<file path="src/core/aec_consts.vh">
`ifndef AEC_CONSTS_VH
`define AEC_CONSTS_VH

// Register indices; byte address is four times the index
`define AEC_CTRL_IDX        10'h0b6
`define AEC_STAT_IDX        10'h0b7
`define AEC_CTRL_ADDR       {`AEC_CTRL_IDX, 2'b00}
`define AEC_STAT_ADDR       {`AEC_STAT_IDX, 2'b00}

// Control register fields
`define AEC_REF_MSB         7
`define AEC_REF_LSB         6
`define AEC_DEC_MSB         5
`define AEC_DEC_LSB         4
`define AEC_CH_MSB          3
`define AEC_CH_LSB          0
`define AEC_CTRL_RESET      8'h00
`define AEC_CH_CLEARED      4'h0
`define AEC_REF_RESET       2'b00
`define AEC_DEC_RESET       2'b00

// Reference codes
`define AEC_REF_INT_1V25    2'b00
`define AEC_REF_EXT_IN7     2'b01
`define AEC_REF_SUPPLY      2'b10
`define AEC_REF_EXT_DIFF67  2'b11

// Decimation rates and resolutions
`define AEC_RATE_64         10'h040
`define AEC_RATE_128        10'h080
`define AEC_RATE_256        10'h100
`define AEC_RATE_512        10'h200
`define AEC_RES_8           4'h8
`define AEC_RES_10          4'ha
`define AEC_RES_12          4'hc
`define AEC_RES_14          4'he

// Bus responses
`define AEC_RESP_OKAY       2'b00
`define AEC_RESP_SLVERR     2'b10

`endif

</file>
<file path="src/core/aec_extra_conv.v">
// Function
// - Bits 7:6 select the extra conversion reference: internal, input 7, supply, 6-7 diff.
// - Bits 5:4 select decimation 64/128/256/512, giving 8/10/12/14-bit results.
// - Bits 3:0 select channel; codes 0000-0110 are single-ended inputs 0-6.
// - After a conversion sequence ends, run one extra conversion with extra settings.
// - An extra conversion is scheduled only after software writes the channel field.
// - Writing the channel field while the converter is idle starts a conversion at once.
// - The channel field clears to zero when the extra conversion completes with no newer request written during the run.
// - Codes 0111-1111: input 7, four differential pairs, ground, reference, temp, supply/3.
`include "aec_consts.vh"

module aec_extra_conv #(
  parameter AW = 12
) (
  // Clock and reset
  input  wire          aclk,
  input  wire          aresetn,
  // AXI4-Lite register slave
  input  wire [AW-1:0] s_axi_awaddr,
  input  wire          s_axi_awvalid,
  output wire          s_axi_awready,
  input  wire [31:0]   s_axi_wdata,
  input  wire [3:0]    s_axi_wstrb,
  input  wire          s_axi_wvalid,
  output wire          s_axi_wready,
  output wire [1:0]    s_axi_bresp,
  output wire          s_axi_bvalid,
  input  wire          s_axi_bready,
  input  wire [AW-1:0] s_axi_araddr,
  input  wire          s_axi_arvalid,
  output wire          s_axi_arready,
  output wire [31:0]   s_axi_rdata,
  output wire [1:0]    s_axi_rresp,
  output wire          s_axi_rvalid,
  input  wire          s_axi_rready,
  // Converter core status
  input  wire          conv_busy,
  input  wire          seq_done,
  input  wire          conv_done,
  // Converter core control for the extra conversion
  output reg           extra_start,
  output reg           extra_active,
  output reg  [1:0]    extra_reference_select,
  output reg  [1:0]    extra_decimation_select,
  output reg  [3:0]    extra_channel_select,
  output reg  [9:0]    extra_dec_rate,
  output reg  [3:0]    extra_res_bits,
  output reg           extra_diff,
  output reg           extra_internal,
  output reg  [2:0]    extra_pos_input,
  output reg  [2:0]    extra_neg_input
);

  localparam [2:0] S_IDLE = 3'b001;
  localparam [2:0] S_WAIT = 3'b010;
  localparam [2:0] S_RUN  = 3'b100;

  reg  [2:0]    state_q;
  reg  [2:0]    state_d;
  reg  [1:0]    ref_q;
  reg  [1:0]    dec_q;
  reg  [3:0]    ch_q;
  reg           pending_q;
  reg           start_d;
  reg  [31:0]   rd_data;
  reg           rd_ok;

  wire          wr_en;
  wire [AW-1:0] wr_addr;
  wire [31:0]   wr_data;
  wire [3:0]    wr_strb;
  wire [AW-1:0] rd_addr;
  wire          hit_ctrl_w;
  wire          ctrl_wr;
  wire          wr_ok;
  wire [1:0]    ref_n;
  wire [1:0]    dec_n;
  wire [3:0]    ch_n;

  aec_axil_slave #(
    .AW (AW)
  ) u_bus (
    .aclk      (aclk),
    .aresetn   (aresetn),
    .s_awaddr  (s_axi_awaddr),
    .s_awvalid (s_axi_awvalid),
    .s_awready (s_axi_awready),
    .s_wdata   (s_axi_wdata),
    .s_wstrb   (s_axi_wstrb),
    .s_wvalid  (s_axi_wvalid),
    .s_wready  (s_axi_wready),
    .s_bresp   (s_axi_bresp),
    .s_bvalid  (s_axi_bvalid),
    .s_bready  (s_axi_bready),
    .s_araddr  (s_axi_araddr),
    .s_arvalid (s_axi_arvalid),
    .s_arready (s_axi_arready),
    .s_rdata   (s_axi_rdata),
    .s_rresp   (s_axi_rresp),
    .s_rvalid  (s_axi_rvalid),
    .s_rready  (s_axi_rready),
    .wr_en     (wr_en),
    .wr_addr   (wr_addr),
    .wr_data   (wr_data),
    .wr_strb   (wr_strb),
    .wr_ok     (wr_ok),
    .rd_addr   (rd_addr),
    .rd_data   (rd_data),
    .rd_ok     (rd_ok)
  );

  // Status register is read-only; writes to it are accepted and dropped
  assign hit_ctrl_w = (wr_addr == `AEC_CTRL_ADDR);
  assign wr_ok      = hit_ctrl_w | (wr_addr == `AEC_STAT_ADDR);
  // Register lives in byte lane 0 only
  assign ctrl_wr    = wr_en & hit_ctrl_w & wr_strb[0];
  // Fields as they stand after this edge: a write that starts a run at once must use its own values
  assign ref_n      = ctrl_wr ? wr_data[`AEC_REF_MSB:`AEC_REF_LSB] : ref_q;
  assign dec_n      = ctrl_wr ? wr_data[`AEC_DEC_MSB:`AEC_DEC_LSB] : dec_q;
  assign ch_n       = ctrl_wr ? wr_data[`AEC_CH_MSB:`AEC_CH_LSB] : ch_q;

  always @* begin
    rd_data = 32'h0000_0000;
    rd_ok   = 1'b1;
    if (rd_addr == `AEC_CTRL_ADDR) begin
      rd_data[7:0] = {ref_q, dec_q, ch_q};
    end else if (rd_addr == `AEC_STAT_ADDR) begin
      rd_data[4:0] = {conv_busy, state_q == S_RUN, pending_q, state_q[2:1]};
    end else begin
      rd_ok = 1'b0;
    end
  end

  // Sequencing of the extra conversion
  always @* begin
    state_d = state_q;
    start_d = 1'b0;
    case (state_q)
      S_IDLE: begin
        if (ctrl_wr) begin
          if (!conv_busy) begin
            state_d = S_RUN;
            start_d = 1'b1;
          end else begin
            state_d = S_WAIT;
          end
        end
      end
      S_WAIT: begin
        // An idle converter with no sequence end still serves the request
        if (seq_done || !conv_busy) begin
          state_d = S_RUN;
          start_d = 1'b1;
        end
      end
      S_RUN: begin
        if (conv_done) begin
          if (pending_q || ctrl_wr) begin
            state_d = S_WAIT;
          end else begin
            state_d = S_IDLE;
          end
        end
      end
      default: begin
        state_d = S_IDLE;
      end
    endcase
  end

  always @(posedge aclk) begin
    if (!aresetn) begin
      state_q     <= S_IDLE;
      ref_q       <= `AEC_REF_RESET;
      dec_q       <= `AEC_DEC_RESET;
      ch_q        <= `AEC_CH_CLEARED;
      pending_q   <= 1'b0;
      extra_start <= 1'b0;
    end else begin
      state_q     <= state_d;
      extra_start <= start_d;
      if (ctrl_wr) begin
        ref_q <= wr_data[`AEC_REF_MSB:`AEC_REF_LSB];
        dec_q <= wr_data[`AEC_DEC_MSB:`AEC_DEC_LSB];
        ch_q  <= wr_data[`AEC_CH_MSB:`AEC_CH_LSB];
      end else if (state_q == S_RUN && conv_done && !pending_q) begin
        // A newer request written during the run keeps its channel
        ch_q <= `AEC_CH_CLEARED;
      end
      // Written request in the run phase is remembered for the next slot
      if (ctrl_wr && state_q == S_RUN) begin
        pending_q <= 1'b1;
      end else if (state_q == S_IDLE || start_d) begin
        pending_q <= 1'b0;
      end
    end
  end

  // Settings are frozen at start so software rewrites cannot disturb a run
  always @(posedge aclk) begin
    if (!aresetn) begin
      extra_active            <= 1'b0;
      extra_reference_select  <= 2'b00;
      extra_decimation_select <= 2'b00;
      extra_channel_select    <= 4'h0;
    end else begin
      extra_active <= (state_d == S_RUN);
      if (start_d) begin
        extra_reference_select  <= ref_n;
        extra_decimation_select <= dec_n;
        extra_channel_select    <= ch_n;
      end
    end
  end

  // Decoded views of the frozen settings
  always @(posedge aclk) begin
    if (!aresetn) begin
      extra_dec_rate  <= `AEC_RATE_64;
      extra_res_bits  <= `AEC_RES_8;
      extra_diff      <= 1'b0;
      extra_internal  <= 1'b0;
      extra_pos_input <= 3'h0;
      extra_neg_input <= 3'h0;
    end else if (start_d) begin
      case (dec_n)
        2'b00:   begin extra_dec_rate <= `AEC_RATE_64;  extra_res_bits <= `AEC_RES_8;  end
        2'b01:   begin extra_dec_rate <= `AEC_RATE_128; extra_res_bits <= `AEC_RES_10; end
        2'b10:   begin extra_dec_rate <= `AEC_RATE_256; extra_res_bits <= `AEC_RES_12; end
        default: begin extra_dec_rate <= `AEC_RATE_512; extra_res_bits <= `AEC_RES_14; end
      endcase
      // Single-ended 0..7, pairs 0-1..6-7, then internal sources
      extra_diff      <= (ch_n[3:2] == 2'b10);
      extra_internal  <= (ch_n[3:2] == 2'b11);
      if (!ch_n[3]) begin
        extra_pos_input <= ch_n[2:0];
        extra_neg_input <= 3'h0;
      end else if (!ch_n[2]) begin
        extra_pos_input <= {ch_n[1:0], 1'b0};
        extra_neg_input <= {ch_n[1:0], 1'b1};
      end else begin
        extra_pos_input <= {1'b0, ch_n[1:0]};
        extra_neg_input <= 3'h0;
      end
    end
  end

endmodule // aec_extra_conv

</file>
<file path="src/core/aec_axil_slave.v">
`include "aec_consts.vh"

module aec_axil_slave #(
  parameter AW = 12
) (
  // Clock and reset
  input  wire          aclk,
  input  wire          aresetn,
  // AXI4-Lite write address, data and response
  input  wire [AW-1:0] s_awaddr,
  input  wire          s_awvalid,
  output wire          s_awready,
  input  wire [31:0]   s_wdata,
  input  wire [3:0]    s_wstrb,
  input  wire          s_wvalid,
  output wire          s_wready,
  output reg  [1:0]    s_bresp,
  output reg           s_bvalid,
  input  wire          s_bready,
  // AXI4-Lite read
  input  wire [AW-1:0] s_araddr,
  input  wire          s_arvalid,
  output wire          s_arready,
  output reg  [31:0]   s_rdata,
  output reg  [1:0]    s_rresp,
  output reg           s_rvalid,
  input  wire          s_rready,
  // Register side
  output wire          wr_en,
  output reg  [AW-1:0] wr_addr,
  output reg  [31:0]   wr_data,
  output reg  [3:0]    wr_strb,
  input  wire          wr_ok,
  output wire [AW-1:0] rd_addr,
  input  wire [31:0]   rd_data,
  input  wire          rd_ok
);

  reg aw_full_q;
  reg w_full_q;

  assign s_awready = ~aw_full_q & ~s_bvalid;
  assign s_wready  = ~w_full_q & ~s_bvalid;
  // Write commits once both halves are held, whichever came first
  assign wr_en     = aw_full_q & w_full_q & ~s_bvalid;
  assign s_arready = ~s_rvalid;
  assign rd_addr   = s_araddr;

  always @(posedge aclk) begin
    if (!aresetn) begin
      aw_full_q <= 1'b0;
      w_full_q  <= 1'b0;
      wr_addr   <= {AW{1'b0}};
      wr_data   <= 32'h0000_0000;
      wr_strb   <= 4'h0;
      s_bvalid  <= 1'b0;
      s_bresp   <= `AEC_RESP_OKAY;
    end else begin
      if (s_awvalid && s_awready) begin
        aw_full_q <= 1'b1;
        wr_addr   <= s_awaddr;
      end
      if (s_wvalid && s_wready) begin
        w_full_q <= 1'b1;
        wr_data  <= s_wdata;
        wr_strb  <= s_wstrb;
      end
      if (wr_en) begin
        aw_full_q <= 1'b0;
        w_full_q  <= 1'b0;
        s_bvalid  <= 1'b1;
        s_bresp   <= wr_ok ? `AEC_RESP_OKAY : `AEC_RESP_SLVERR;
      end else if (s_bvalid && s_bready) begin
        s_bvalid <= 1'b0;
      end
    end
  end

  always @(posedge aclk) begin
    if (!aresetn) begin
      s_rvalid <= 1'b0;
      s_rdata  <= 32'h0000_0000;
      s_rresp  <= `AEC_RESP_OKAY;
    end else if (s_arvalid && s_arready) begin
      s_rvalid <= 1'b1;
      s_rdata  <= rd_data;
      s_rresp  <= rd_ok ? `AEC_RESP_OKAY : `AEC_RESP_SLVERR;
    end else if (s_rvalid && s_rready) begin
      s_rvalid <= 1'b0;
    end
  end

endmodule // aec_axil_slave

</file>
<file path="config.mk">
export PLATFORM = sky130hd
export DESIGN_NAME = aec_extra_conv
export DESIGN_NICKNAME = d
export VERILOG_FILES = /design/src/core/aec_extra_conv.v /design/src/core/aec_axil_slave.v
export VERILOG_INCLUDE_DIRS = /design/src /design/src/core
export SDC_FILE = /design/constraint.sdc
export NUM_CORES = 1
export LEC_CHECK = 0
export ABC_AREA = 1
export BUFFER_PORTS_ARGS = -buffer_cell sky130_fd_sc_hd__clkbuf_2
export CELL_PAD_IN_SITES_DETAIL_PLACEMENT = 1
export CELL_PAD_IN_SITES_GLOBAL_PLACEMENT = 1
export CORE_ASPECT_RATIO = 1.5
export CORE_MARGIN = 1.5
export CORE_UTILIZATION = 30
export CTS_BUF_LIST = sky130_fd_sc_hd__clkbuf_2
export CTS_CLUSTER_DIAMETER = 30
export CTS_CLUSTER_SIZE = 10
export DETAILED_ROUTE_END_ITERATION = 6
export PLACE_DENSITY = 0.77
export SYNTH_ARGS = -nofsm -noshare
export SYNTH_HDL_FRONTEND = slang
export SYNTH_SLANG_ARGS = --single-unit
</file>
<file path="constraint.sdc">
create_clock -name aclk -period 1.66 [get_ports aclk]
set_clock_uncertainty 0.2 [all_clocks]
set_input_delay 0.166 -clock aclk [delete_from_list [all_inputs] [get_ports aclk]]
set_output_delay 0.166 -clock aclk [all_outputs]
set_load 0.005 [all_outputs]
</file>
==> impl_metrics.env <==
export IMPL_dpl_cell_area_um2=3780
export IMPL_row_count=45
export IMPL_vias=3274
export IMPL_clock_path_buffers=2
export IMPL_routed_wl_um=10400
export IMPL_core_area_um2=10100
export IMPL_tightest_slew_ns=0.516
export IMPL_p_seq_share_pct=51.7
export IMPL_power_switching_share_pct=28.2
export IMPL_power_frac_comb_pct=14.7
export IMPL_diodes=0
export IMPL_power_mw=3.49
export IMPL_timing_hold_ws_ns=0.199
export IMPL_cts_buffers=9
export IMPL_final_util_pct=47.3
export IMPL_synth_distinct_cells=39
export IMPL_wire_per_inst_um=14.7
export IMPL_cts_root_buf="clkbuf_2"
export IMPL_synthDominantCellAreaShare_pct=44.7
export IMPL_syn_area_per_cell_um2=7.64
export IMPL_post_place_ws_ns=-0.176
export IMPL_first_pass_iters=4
export IMPL_ir_drop_mv=0.410
export IMPL_yosysWarnings=0
export IMPL_portBuffers=81
export IMPL_final_area_um2=4800
export IMPL_grt_max_degree=24
export IMPL_htreeDepth=3
export IMPL_grt_pass1_vias=3382
export IMPL_crit_type="reg -> reg"
export IMPL_syn_inst=411
export IMPL_maxSlewHeadroom_pct=65.4
export IMPL_required_ns=1.96
export IMPL_grt_pass1_wl_um=15600
export IMPL_setup_ws_ns=-0.228
export IMPL_area_delta_synth_final_pct=52.9
export IMPL_globalplace_congestion=0.824
export IMPL_clockPowerShare_pct=33.6
export IMPL_hold_class="in -> reg"
export IMPL_timing_final_max_slew_violations=0
export IMPL_drc=0
export IMPL_grt_antenna_before_repair=0
export IMPL_total_leakage_power_nw=2.32
export IMPL_clkTransAtPathRegs_ns=0.20
export IMPL_period_needed_ns=1.89
export IMPL_critPathCaptureType="flop"
export IMPL_clock_sinks=70
export IMPL_synth_area_um2=3140
export IMPL_fin_setup_tns_ns=-4.16
export IMPL_die_h_um=128
export IMPL_power_switching_uw=983
export IMPL_setup_viol=32
export IMPL_crit_arrival_ns=2.19
export IMPL_dr_first_iter_drc_count=95
export IMPL_ant_nets=0
export IMPL_drt_vias_per_instance=4.66
export IMPL_critPathLaunchType="flop"
export IMPL_synth_area_top_cells="dfxtp_1 45%, buf_4 8.6%, nor2_1 7.9%"
export IMPL_powerDensity_nw_per_um2=726
export IMPL_placed_cells=631
export IMPL_maxCapViolCount=0
export IMPL_initial_core_util_pct=31.0
export IMPL_rsz0062_at_grt="true"
export IMPL_cts_tree="built"
export IMPL_drive_above_1_share_pct=39.1
export IMPL_critical_path_peak_fanout=5
export IMPL_status="complete, but fails checks"
export IMPL_synth_seq_area_share_pct=44.7
export IMPL_violations="setup timing"
export IMPL_synth_ff_latch_count=70
export IMPL_die_w_um=86.5
export IMPL_power_internal_mw=2.50
export IMPL_nNetsFinal=651
export IMPL_fin_crit_sh_pct=114
export IMPL_grt_remaining_overflow=0
export IMPL_clock_latency_ns=0.55
export IMPL_dieArea_um2=11100
export IMPL_grt_usage_pct=18.2
export IMPL_final_cells=703
export IMPL_dp_hpwl_um=6770
export IMPL_fmax_mhz=530
export IMPL_yosys_area_top_type="dfxtp_1"
export IMPL_ios=143
export IMPL_finalHoldViolations=0
## critical path, cell delays in order (launching register included)
cell and delay [ns]:
dfxtp_1 0.34, inv_1 0.08, nand3_2 0.12, nor2_8 0.19, buf_4 0.14, nand4_1 0.21, nand2_4 0.19, inv_1 0.06
nand2_1 0.06, nand2_1 0.06, nand2_1 0.07, nand2_1 0.05, nand2_1 0.06
## cell usage after synthesis
cell      instances
a21oi_2           1
buf_2             1
a211oi_1          1
o21a_1            1
o311ai_0          1
o21ai_2           2
a21oi_1          20
nand3b_1          1
buf_4            36
conb_1            2
nand2_1          65
buf_1             2
or2_1             2
dfxtp_1          70
nor2_4            3
nor2_2            4
o21ai_1           7
o211ai_1          1
nor2_8            1
or2_2             1
nand2_4           2
inv_1            38
nor3_2            1
nor3_1            3
clkinv_2          1
nor2_1           66
mux2i_1           2
clkbuf_1          7
nand4_1           4
o31ai_1           1
a221oi_1          1
inv_2             2
o21ai_0          34
nor4_1            1
nand3_4           2
nand3_1          16
nand2_2           5
nand4_4           1
buf_6             2
## area by class of cell
class / instances / area [um^2]
Timing Repair Buffer: 174 / 1290
Clock inverter: 7 / 97.6
Sequential cell: 70 / 1410
Fill cell: 1269 / 5340
Multi-Input combinational cell: 285 / 1650
Tap cell: 117 / 146
Inverter: 41 / 155
Clock buffer: 9 / 45.0
## layer usage
metal | track usage, % | share of wire (%) | vias to the layer above
met4 | 9.01 | 3.8 | 0
met3 | 4.31 | 4.0 | 25
li1 | - | - | 1582
met1 | 16.9 | 34 | 1573
met5 | 0 | 0 | -
met2 | 35.9 | 58 | 94
## final timing paths
check | from | to | slack, ns | cells past startpoint
hold reg to reg | extra_decimation_select[0] | extra_decimation_select[0] | 0.28 | 2
setup / recovery | u_bus.wr_addr[5] | extra_pos_input[1] | -0.23 | 12
hold / removal | s_axi_awaddr[6] | u_bus.wr_addr[6] | 0.20 | 4
setup reg to reg | u_bus.wr_addr[5] | extra_pos_input[1] | -0.23 | 12
## cell families after synthesis
group | Yosys count | synth area share [%]
AO/OA/AOI/OAI | 70 | 12.1
buffers and inverters | 89 | 15.5
flip-flops | 70 | 44.7
multiplexers | 2 | 0.638
other | 2 | 0.239
AND/OR/NAND/NOR | 178 | 26.9
## placed cells by master, fill, tap and decap left out, types with 4 or more instances in the layout
| cell type | n |
|---|---|
| clkbuf_2 | 90 |
| dfxtp_1 | 64 |
| nor2_1 | 62 |
| dlygate4sd3_1 | 44 |
| nand2_1 | 40 |
| conb_1 | 34 |
| inv_1 | 32 |
| buf_4 | 32 |
| o21ai_0 | 29 |
| nand2_2 | 23 |
| a21oi_1 | 19 |
| buf_6 | 15 |
| nand3_1 | 13 |
| nor2_4 | 10 |
| inv_2 | 8 |
| o21ai_1 | 8 |
| nand2_4 | 8 |
| dfxtp_2 | 6 |
| nand4_1 | 4 |
| o21ai_2 | 4 |
## timing repair
action | in CTS | in global routing
cloned | 1 | 0
hold buffers | 43 | 1
gates resized for setup | 44 | 54
buffers inserted | 7 | 4
endpoints found under the hold margin | 54 | 2
pin swaps | 8 | 15
setup endpoints to repair | 31 | 45
## power by group through the flow
stage	logic, mW	registers, mW	clock network, mW
2_1_floorplan	0.264	1.82	0
3_3_place_gp	0.362	1.82	0
3_5_place_dp	0.378	1.83	0
4_1_cts	0.488	1.80	1.21
5_1_grt	0.576	1.81	1.27
6_report	0.513	1.80	1.17
## sequential cells by signal, indices dropped and copies added (netlist names), 2 cells and up
name / flops
extra_channel_select: 4
extra_pos_input: 3
u_bus.wr_data: 8
u_bus.s_rdata: 8
extra_decimation_select: 2
u_bus.wr_addr: 12
extra_res_bits: 2
extra_reference_select: 2
extra_neg_input: 2
ch_q: 4
state_q: 3
extra_dec_rate: 4
ref_q: 2
dec_q: 2
Note: power is estimated with default switching activity, not from simulation.
